## src/logic_compare_pkg.sv

```systemverilog
package logic_compare_pkg;

  // ***********************************************************
  // Operation codes
  // ***********************************************************
  typedef enum logic [3:0] {
    OP_NONE      = 4'h0,
    OP_AND_IMM   = 4'h1,
    OP_AND_MEM   = 4'h2,
    OP_OR_IMM    = 4'h3,
    OP_OR_MEM    = 4'h4,
    OP_XOR_IMM   = 4'h5,
    OP_XOR_MEM   = 4'h6,
    OP_XOR_PORT  = 4'h7,
    OP_XOR_TO_PT = 4'h8,
    OP_NOT_WR    = 4'h9,
    OP_NOT_MEM   = 4'ha,
    OP_NEG_WR    = 4'hb,
    OP_NEG_MEM   = 4'hc,
    OP_CMP_IMM   = 4'hd,
    OP_CMP_MEM   = 4'he,
    OP_CMP_REV   = 4'hf
  } op_t;

  // ***********************************************************
  // Widths, reset values and flag positions
  // ***********************************************************
  localparam int DATA_W = 8;
  localparam int ADDR_W = 8;
  localparam int MEM_DEPTH = 256;
  localparam logic [7:0] WR_RESET = 8'h00;
  localparam logic [3:0] FLAGS_RESET = 4'h0;
  localparam int FLAG_ZERO_BIT = 0;
  localparam int FLAG_CARRY_BIT = 1;
  localparam int FLAG_NIBBLE_BIT = 2;
  localparam int FLAG_RANGE_BIT = 3;
  localparam logic [7:0] PORT_A_RESET = 8'h00;

  // ***********************************************************
  // Operation sequencing
  // ***********************************************************
  typedef enum logic [1:0] {
    ST_IDLE  = 2'b00,
    ST_READ  = 2'b01,
    ST_EXEC  = 2'b10
  } state_t;

endpackage

```

## src/logic_compare_unit.sv

```systemverilog
// Functional notes
// RQ1 - AND with an immediate writes the working register and changes only zero.
// RQ2 - AND with a memory byte writes the register or the byte and changes only zero.
// RQ3 - OR with an immediate writes the working register and changes only zero.
// RQ4 - OR with a memory byte writes the register or the byte and changes only zero.
// RQ5 - XOR with an immediate writes the working register and changes only zero.
// RQ6 - XOR with a memory byte writes the register or the byte and changes only zero.
// RQ7 - XOR with the port A data register writes the working register and changes only zero.
// RQ8 - XOR into the port A data register writes that register and changes no flag.
// RQ9 - Inverting the working register changes only zero.
// RQ10 - Inverting a memory byte in place changes only zero.
// RQ11 - Negating the working register changes only zero.
// RQ12 - Negating a memory byte in place changes only zero.
// RQ13 - Immediate compare sets all four flags from register minus immediate, storing nothing.
// RQ14 - Memory compare sets all four flags from register minus byte, storing nothing.
// RQ15 - Reversed compare sets all four flags from byte minus register, storing nothing.
// RQ16 - Compare carry means borrow, zero means equal, both clear when the first is larger.
// RQ17 - Zero is set exactly when the affected result or difference is zero.
`timescale 1ns/1ps
`default_nettype none

module logic_compare_unit (
  // Clock, reset and enable.
  input wire logic ref_clk_i,
  input wire logic srst_i,
  input wire logic clk_en_i,
  // Operation request.
  input wire logic start_i,
  input wire logic_compare_pkg::op_t op_i,
  input wire logic [logic_compare_pkg::DATA_W-1:0] imm_i,
  input wire logic [logic_compare_pkg::ADDR_W-1:0] addr_i,
  input wire logic to_mem_i,
  // Status.
  output logic busy_o,
  output logic done_o,
  // Architectural state.
  output logic [logic_compare_pkg::DATA_W-1:0] working_register_o,
  output logic [logic_compare_pkg::DATA_W-1:0] port_a_data_o,
  output logic zero_flag_o,
  output logic carry_flag_o,
  output logic nibble_borrow_flag_o,
  output logic signed_range_flag_o
);
  import logic_compare_pkg::*;

  // ***********************************************************
  // Helpers
  // ***********************************************************
  // Returns {range, nibble, carry, zero} for a minus b.
  function automatic logic [3:0] sub_flags(input logic [7:0] a, input logic [7:0] b);
    logic [8:0] diff;
    logic [4:0] low;
    logic ovf;
    diff = {1'b0, a} - {1'b0, b};
    low = {1'b0, a[3:0]} - {1'b0, b[3:0]};
    ovf = (a[7] ^ b[7]) & (a[7] ^ diff[7]);
    return {ovf, low[4], diff[8], (diff[7:0] == 8'h00)};
  endfunction

  function automatic logic is_mem_read(input op_t op);
    return (op == OP_AND_MEM) || (op == OP_OR_MEM) || (op == OP_XOR_MEM) ||
           (op == OP_NOT_MEM) || (op == OP_NEG_MEM) || (op == OP_CMP_MEM) ||
           (op == OP_CMP_REV);
  endfunction

  // ***********************************************************
  // State
  // ***********************************************************
  state_t state_reg, state_next;
  op_t op_reg, op_next;
  logic [7:0] imm_reg, imm_next;
  logic [7:0] addr_reg, addr_next;
  logic to_mem_reg, to_mem_next;
  logic [7:0] wr_reg, wr_next;
  logic [7:0] pa_reg, pa_next;
  logic [3:0] flags_reg, flags_next;
  logic busy_reg, busy_next;
  logic done_reg, done_next;
  logic mem_we;
  logic [7:0] mem_wdata;
  logic [7:0] mem_rdata;

  data_mem u_mem (
    .ref_clk_i(ref_clk_i),
    .clk_en_i(clk_en_i),
    .wr_en_i(mem_we),
    .wr_addr_i(addr_reg),
    .wr_data_i(mem_wdata),
    .rd_addr_i(addr_reg),
    .rd_data_o(mem_rdata)
  );

  // ***********************************************************
  // Execute
  // ***********************************************************
  always_comb begin
    logic [7:0] opnd;
    logic [7:0] res;
    logic [3:0] cf;
    opnd = 8'h00;
    res = 8'h00;
    cf = 4'h0;
    state_next = state_reg;
    op_next = op_reg;
    imm_next = imm_reg;
    addr_next = addr_reg;
    to_mem_next = to_mem_reg;
    wr_next = wr_reg;
    pa_next = pa_reg;
    flags_next = flags_reg;
    busy_next = busy_reg;
    done_next = 1'b0;
    mem_we = 1'b0;
    mem_wdata = 8'h00;
    case (state_reg)
      ST_IDLE: begin
        if (start_i && op_i != OP_NONE) begin
          op_next = op_i;
          imm_next = imm_i;
          addr_next = addr_i;
          to_mem_next = to_mem_i;
          busy_next = 1'b1;
          state_next = is_mem_read(op_i) ? ST_READ : ST_EXEC;
        end
      end
      ST_READ: begin
        state_next = ST_EXEC;
      end
      ST_EXEC: begin
        opnd = is_mem_read(op_reg) ? mem_rdata : imm_reg;
        case (op_reg)
          OP_AND_IMM, OP_AND_MEM: res = wr_reg & opnd; // [RQ1] [RQ2]
          OP_OR_IMM, OP_OR_MEM: res = wr_reg | opnd; // [RQ3] [RQ4]
          OP_XOR_IMM, OP_XOR_MEM: res = wr_reg ^ opnd; // [RQ5] [RQ6]
          OP_XOR_PORT, OP_XOR_TO_PT: res = wr_reg ^ pa_reg; // [RQ7] [RQ8]
          OP_NOT_WR: res = ~wr_reg; // [RQ9]
          OP_NOT_MEM: res = ~opnd; // [RQ10]
          OP_NEG_WR: res = 8'h00 - wr_reg; // [RQ11]
          OP_NEG_MEM: res = 8'h00 - opnd; // [RQ12]
          default: res = 8'h00;
        endcase
        case (op_reg)
          OP_CMP_IMM, OP_CMP_MEM: begin
            flags_next = sub_flags(wr_reg, opnd); // [RQ13] [RQ14] [RQ16]
          end
          OP_CMP_REV: begin
            flags_next = sub_flags(opnd, wr_reg); // [RQ15] [RQ16]
          end
          OP_XOR_TO_PT: begin
            pa_next = res; // [RQ8]
          end
          OP_NOT_MEM, OP_NEG_MEM: begin
            mem_we = 1'b1; // [RQ10] [RQ12]
            mem_wdata = res;
            flags_next[FLAG_ZERO_BIT] = (res == 8'h00); // [RQ17]
          end
          OP_AND_MEM, OP_OR_MEM, OP_XOR_MEM: begin
            if (to_mem_reg) begin
              mem_we = 1'b1; // [RQ2] [RQ4] [RQ6]
              mem_wdata = res;
            end else begin
              wr_next = res;
            end
            flags_next[FLAG_ZERO_BIT] = (res == 8'h00); // [RQ17]
          end
          default: begin
            wr_next = res; // [RQ1] [RQ3] [RQ5] [RQ7] [RQ9] [RQ11]
            flags_next[FLAG_ZERO_BIT] = (res == 8'h00); // [RQ17]
          end
        endcase
        busy_next = 1'b0;
        done_next = 1'b1;
        state_next = ST_IDLE;
      end
      default: begin
        state_next = ST_IDLE;
        busy_next = 1'b0;
      end
    endcase
  end

  always_ff @(posedge ref_clk_i) begin
    if (srst_i) begin
      state_reg <= ST_IDLE;
      op_reg <= OP_NONE;
      imm_reg <= 8'h00;
      addr_reg <= 8'h00;
      to_mem_reg <= 1'b0;
      wr_reg <= WR_RESET;
      pa_reg <= PORT_A_RESET;
      flags_reg <= FLAGS_RESET;
      busy_reg <= 1'b0;
      done_reg <= 1'b0;
    end else if (clk_en_i) begin
      state_reg <= state_next;
      op_reg <= op_next;
      imm_reg <= imm_next;
      addr_reg <= addr_next;
      to_mem_reg <= to_mem_next;
      wr_reg <= wr_next;
      pa_reg <= pa_next;
      flags_reg <= flags_next;
      busy_reg <= busy_next;
      done_reg <= done_next;
    end
  end

  assign busy_o = busy_reg;
  assign done_o = done_reg;
  assign working_register_o = wr_reg;
  assign port_a_data_o = pa_reg;
  assign zero_flag_o = flags_reg[FLAG_ZERO_BIT];
  assign carry_flag_o = flags_reg[FLAG_CARRY_BIT];
  assign nibble_borrow_flag_o = flags_reg[FLAG_NIBBLE_BIT];
  assign signed_range_flag_o = flags_reg[FLAG_RANGE_BIT];

  // ***********************************************************
  // Checks
  // ***********************************************************
  logic in_exec;
  logic [7:0] opnd_view;
  assign in_exec = (state_reg == ST_EXEC) && clk_en_i;
  assign opnd_view = is_mem_read(op_reg) ? mem_rdata : imm_reg;
endmodule

`default_nettype wire

```

## src/data_mem.sv

```systemverilog
`timescale 1ns/1ps
`default_nettype none

module data_mem (
  // Clock and enable.
  input wire logic ref_clk_i,
  input wire logic clk_en_i,
  // Write port.
  input wire logic wr_en_i,
  input wire logic [logic_compare_pkg::ADDR_W-1:0] wr_addr_i,
  input wire logic [logic_compare_pkg::DATA_W-1:0] wr_data_i,
  // Read port.
  input wire logic [logic_compare_pkg::ADDR_W-1:0] rd_addr_i,
  output logic [logic_compare_pkg::DATA_W-1:0] rd_data_o
);
  import logic_compare_pkg::*;

  logic [DATA_W-1:0] mem_reg [MEM_DEPTH];

  always_ff @(posedge ref_clk_i) begin
    if (clk_en_i) begin
      if (wr_en_i) begin
        mem_reg[wr_addr_i] <= wr_data_i;
      end
      rd_data_o <= mem_reg[rd_addr_i];
    end
  end

endmodule

`default_nettype wire

```

## config.mk

```make
export PLATFORM = sky130hd
export DESIGN_NAME = logic_compare_unit
export DESIGN_NICKNAME = d
export VERILOG_FILES = /design/src/logic_compare_pkg.sv /design/src/logic_compare_unit.sv /design/src/data_mem.sv
export SDC_FILE = /design/constraint.sdc
export NUM_CORES = 2
export LEC_CHECK = 0
export BUFFER_PORTS_ARGS = -buffer_cell sky130_fd_sc_hd__buf_2
export CAP_MARGIN = 20
export CORE_ASPECT_RATIO = 0.7
export CORE_MARGIN = 5
export CORE_UTILIZATION = 40
export DETAILED_ROUTE_END_ITERATION = 10
export GPL_ROUTABILITY_DRIVEN = 0
export PLACE_DENSITY = 0.59
export SKIP_LAST_GASP = 1
export SLEW_MARGIN = 0
export SYNTH_ARGS = -nofsm -noshare
export SYNTH_HDL_FRONTEND = slang
export SYNTH_SLANG_ARGS = --single-unit
export TNS_END_PERCENT = 10
```

## constraint.sdc

```tcl
create_clock -name ref_clk_i -period 27.9 [get_ports ref_clk_i]
set_clock_uncertainty 0.1 [all_clocks]
set_input_delay 0 -clock ref_clk_i [delete_from_list [all_inputs] [get_ports ref_clk_i]]
set_output_delay 0 -clock ref_clk_i [all_outputs]
set_load 0.1 [all_outputs]
```

Word-level counts from Yosys, hierarchy flattened --
Memory sizes are Yosys's and may differ from the RTL's. A register that Yosys moved wholly into a read port is not among the register bits. Cells that the tools add are included.
Cells by class: $add $sub $neg 6, eq/ne operators 26, muxes and demuxes 22, bitwise operators 14, reductions and logical operators 34
Operators with widths (count):
- case mux 8 bit (8 select lines) | 1
- == test 4 bit (second input constant) | 12
- two-way mux 8 bit | 5
- case mux 8 bit (2 select lines) | 2
- == test 4 x 3 -> 1 bit (second input constant) | 6
- logical NOT 8 bit | 3
- subtractor 8 x 8 -> 9 bit | 2
- NOT 8 bit | 2
- subtractor 1 x 8 -> 8 bit (first input constant) | 2
- XOR 8 bit | 2
- AND reduction 3 bit | 5
- == test 4 x 2 -> 1 bit (second input constant) | 3
- logical OR 1 bit | 12
- OR reduction 2 bit | 6
- subtractor 4 x 4 -> 5 bit | 2
- AND 8 bit | 1
- bitwise OR 8 bit | 1
- two-way mux 1 bit | 7
- case mux 3 bit (2 select lines) | 1
- OR reduction 6 bit | 1
- == test 4 x 1 -> 1 bit (second input constant) | 1
- two-way mux 2 bit | 2
- inequality test 2 bit (second input constant) | 2
- case mux 1 bit (2 select lines) | 2
- 14 further kinds | 19
Word-level totals: register bits 45, RAM bits 2048, input bits 25, output and inout bits 22, memories kept 1
Memories:
- u_mem.mem_reg | words 256, bits a word 8, rd ports 1, clocked after memory_dff 1, wr ports 1, line data_mem.sv:18 | logic [DATA_W-1:0] mem_reg [MEM_DEPTH];

Logic depth before layout (Yosys ltp) --
word-level depth 14, depth in mapped cells 18, gate-level depth less buffers 15

Modules after synthesis --
Synthesis repeated with hierarchy kept, for this count alone.
Unflattened totals: cells, all modules 4314, area total of the unflattened synthesis 83951.8 um^2
By module, submodules not included:
- data_mem | times used 1, cells each 3762, area an instance 79945.4 um^2, seq. area each 61739.2 um^2
- logic_compare_unit | times used 1, cells each 552, area an instance 4006.3 um^2, seq. area each 900.9 um^2

Worst setup path before layout --
OpenSTA, ideal clock, no wires.
kind flip-flop to flip-flop, start point register wr_reg[7] (netlist: working_register_o[7]), end point memory u_mem.mem_reg[0][7] (data pin), setup time 1.731 ns, arrival time 9.686 ns, data required time 26.069 ns, setup slack 16.383 ns, stages on the path, launching flop included 7, path buffers 0, cells stage by stage dfxtp_1 > inv_1 > nand2_1 > o21ai_0 > or2_2 > o31a_1 > a31oi_1
On the way: longest elaborated chain between the ends 6, elaborated cells between the ends (all ways) 11, classes of those cells add/sub: 1; mux: 5; bitwise: 5
Ends and longest elaborated chain:
- start: declaration | line logic_compare_unit.sv:74 | logic [7:0] wr_reg, wr_next;
- start signal: assignment | line logic_compare_unit.sv:200 | wr_reg <= wr_next;
- subtractor 1 x 8 -> 8 bit, or another cell as far along | line logic_compare_unit.sv:138 | OP_NEG_WR: res = 8'h00 - wr_reg;
- case mux 8 bit (8 select lines) (*) | line logic_compare_unit.sv:131 | case (op_reg)
- two-way mux 8 bit (*) | line logic_compare_unit.sv:115 | case (state_reg)
- two-way mux 8 bit | line logic_compare_unit.sv:158 | if (to_mem_reg) begin
- case mux 8 bit (2 select lines) (*) | line logic_compare_unit.sv:142 | case (op_reg)
- two-way mux 8 bit (*) | line logic_compare_unit.sv:115
- net mem_wdata[7] | line logic_compare_unit.sv:80 | logic [7:0] mem_wdata;
- end: declaration | line data_mem.sv:18
The timed path passes the listed nets; every way through them passes the cells marked *. The select of a mux whose other input is x is not followed.

==> results.json <==
{
  "status": "completed",
  "pwr_density_cell_nw_per_um2": 66.8,
  "setup_viol": 0,
  "drc": 0,
  "maxSlewHeadroom": 0.194,
  "drtPass1Iterations": 5,
  "synthArstFlopShare": 0,
  "viasPerCell": 5.84,
  "final_antenna_net_count": 0,
  "tritoncts": "yes",
  "fillers": 17300,
  "clockRootBuffer": "clkbuf_16",
  "num_rows": 140,
  "yosys_most_used_dff": "edfxtp_1",
  "grt_pass1_wl_um": 304000,
  "ys_seq_area_frac": 0.753,
  "io_pins": 47,
  "ys_types": 78,
  "wl_per_cell_um": 30.4,
  "finalCritPeriodShare": 0.221,
  "cp_max_fo": 109,
  "synth_nets": 3895,
  "io_buffer_count": 46,
  "finalHoldViolCount": 0,
  "drt-initial-drc-count": 4999,
  "synth_cells": 3853,
  "clkSinkCount": 2101,
  "syn_area_um2": 83200,
  "crit_required_ns": 28.33,
  "clock_latency_ns": 0.84,
  "endpoint_kind": "flop",
  "clkSlewWorstSetupHoldPaths_ns": 0.06,
  "start_kind": "flop",
  "grt_max_degree": 212,
  "drv_slew": 0,
  "synth_edf_count": 2056,
  "layout-drive-gt1-share": 0.270,
  "fmax_mhz": 162,
  "cts-resized-gates": 0,
  "clock_path_buffers": 4,
  "r2r_setup_slack_ns": 21.73,
  "layout_min_cycle_time_ns": 6.17,
  "final-seq-area_um2": 62700,
  "nNetsFinal": 4094,
  "syn-mean-instance-area_um2": 21.6,
  "antenna_found_initial": 8,
  "fin_tns_setup_ns": 0,
  "irDropWorstVdd_uv": 50.4,
  "finalWirelength_um": 212000,
  "route.vias.total": 40700,
  "multiInputGateArea_um2": 19500,
  "n_antenna_cell": 0,
  "dieArea_um2": 217000,
  "cp.arrival_ns": 6.60,
  "worst_slew_pin_slew_ns": 1.20,
  "cts_htree_levels": 4,
  "yosysWarnings": 0,
  "min_path_type": "in2reg",
  "floorplan.initialDensity": 0.401,
  "final_core_util": 0.453,
  "overflow": 0,
  "numCtsBuffers": 196,
  "cap_viol_max_count": 0,
  "design.core.area_um2": 208000,
  "cellLeakagePower_uw": 0.0320,
  "syn_to_final_growth_pct": 12.9,
  "rsz0062_at_grt": "false",
  "dp.final_hpwl_um": 126000,
  "dieWidth_um": 555,
  "synth-seq-cells": 2101,
  "first_global_vias": 40400,
  "fp.dieH_um": 392,
  "crit_type": "reg2reg",
  "grt_usage": 0.193,
  "largest_reg_flops": 2048
}
==> metrics by stage <==
stage                     hold slack, ns  area (um2)  std cells  setup slack, ns  total power, uW
final                              0.192       94000       6970            21.73             6280
after global routing               0.132       94000       6970            21.06             6470
after global placement             0.135       86700       6527            21.46             3680
after detailed placement           0.144       86800       6532            21.46             3680
after CTS                         0.0991       93800       6958            21.48             6320
after floorplan                 -0.00436       83200       3853            16.38             3620
==> worst max-delay path: stages (launching register included) <==
cell	delay [ns]
dfxtp_4	0.81
buf_4	0.72
buf_4	0.81
buf_12	0.66
mux4_2	0.61
mux4_2	0.56
mux4_2	0.54
mux2i_1	0.61
o21ai_0	0.18
==> path summary, 6_finish.rpt <==
kind                             startpoint                  to  depth (start not counted)
worst max-delay path            addr_reg[0]  u_mem.rd_data_o[0]                          8
worst min-delay path               clk_en_i  u_mem.rd_data_o[5]                          2
worst max register to register  addr_reg[0]  u_mem.rd_data_o[0]                          8
worst min register to register       done_o              done_o                          2
==> kinds of logic (layout without fill, tap and decap cells) <==
| group | count (synthesis) | in the layout | synth area share |
|---|---|---|---|
| AO/OA/AOI/OAI | 201 | 201 | 0.0167 |
| AND/OR/NAND/NOR | 561 | 561 | 0.0294 |
| buffers and inverters | 253 | 601 | 0.0140 |
| adder cells (fa/ha/maj) | 19 | 19 | 0.00281 |
| XOR/XNOR | 20 | 20 | 0.00219 |
| flip-flops | 2101 | 2101 | 0.753 |
| multiplexers | 698 | 698 | 0.182 |
==> layer usage <==
layer | wire [um] | part of all wire | track usage | vias up
met2 | 92900 | 0.44 | 0.277 | 1831
met1 | 95500 | 0.45 | 0.304 | 22100
met3 | 20200 | 0.095 | 0.0463 | 248
met4 | 3380 | 0.016 | 0.0345 | 2
li1 | - | - | - | 16500
met5 | 12 | 0.000057 | 0 | -
==> synth_stat cells (3+ instances only) <==
library cell	count	area (um2)
clkbuf_1	133	499
o221ai_1	6	52.6
xnor2_1	15	131
o211ai_1	11	82.6
o211a_1	3	30.0
edfxtp_1	2056	61700
nand2b_1	10	62.6
a32oi_1	6	52.6
buf_2	53	265
a22oi_1	7	52.6
mux2i_1	35	350
buf_1	19	71.3
o21ai_0	30	150
a31oi_1	17	106
buf_6	12	135
inv_1	20	75.1
a21o_1	3	22.5
a221oi_1	4	35.0
nand3b_1	6	45.0
a21oi_1	45	225
dfxtp_1	45	901
nand4_1	10	62.6
xor2_1	4	35.0
or4_1	3	22.5
mux4_2	653	14700
o31a_1	3	26.3
ha_1	17	213
nor3_1	21	105
nand3_1	35	175
mux2_2	10	113
a211o_1	8	70.1
nor4_1	7	43.8
nor2_1	349	1310
and2_1	4	25.0
or2_2	6	37.5
buf_4	15	113
o31ai_1	5	37.5
o22ai_1	3	18.8
a211oi_1	19	143
and3_1	8	50.1
nand2_1	69	259
o21a_1	3	22.5
nor2b_1	17	106
==> cell type report <==
cell class,instances,share of cell area
sequential,2101,0.667
multi-input combinational,1499,0.208
tap,2769,0.0369
timing repair buffer,233,0.0215
clock inverter,122,0.0124
inverter,21,0.000839
clock buffer,225,0.0540
==> repair_timing <==
item / in CTS / in global routing
endpoints found under the hold margin: 51 / 0
buffers inserted: 0 / 0
hold buffers: 79 / 0
==> power by group <==
part / total [uW] / internal (uW) / switching [uW]
logic: 201 / 74.0 / 127
registers: 3420 / 3410 / 11.0
clock network: 2660 / 1500 / 1150
==> placed cells by master, fill, tap and decap left out, types with 9 or more instances in the layout <==
cell type / count
a211oi_1: 19
a21oi_1: 45
a31oi_1: 16
buf_12: 9
buf_2: 46
buf_4: 87
buf_6: 10
bufinv_16: 22
clkbuf_1: 26
clkbuf_16: 199
clkinv_1: 55
clkinv_2: 33
dfxtp_1: 39
dlygate4sd3_1: 79
edfxtp_1: 2056
ha_1: 17
inv_1: 20
mux2_2: 10
mux2i_1: 35
mux4_2: 653
nand2_1: 61
nand2b_1: 10
nand3_1: 33
nand4_1: 10
nor2_1: 340
nor2b_1: 16
nor3_1: 21
o211ai_1: 11
o21ai_0: 30
xnor2_1: 15
No activity file was read; power rests on OpenSTA's default activity.
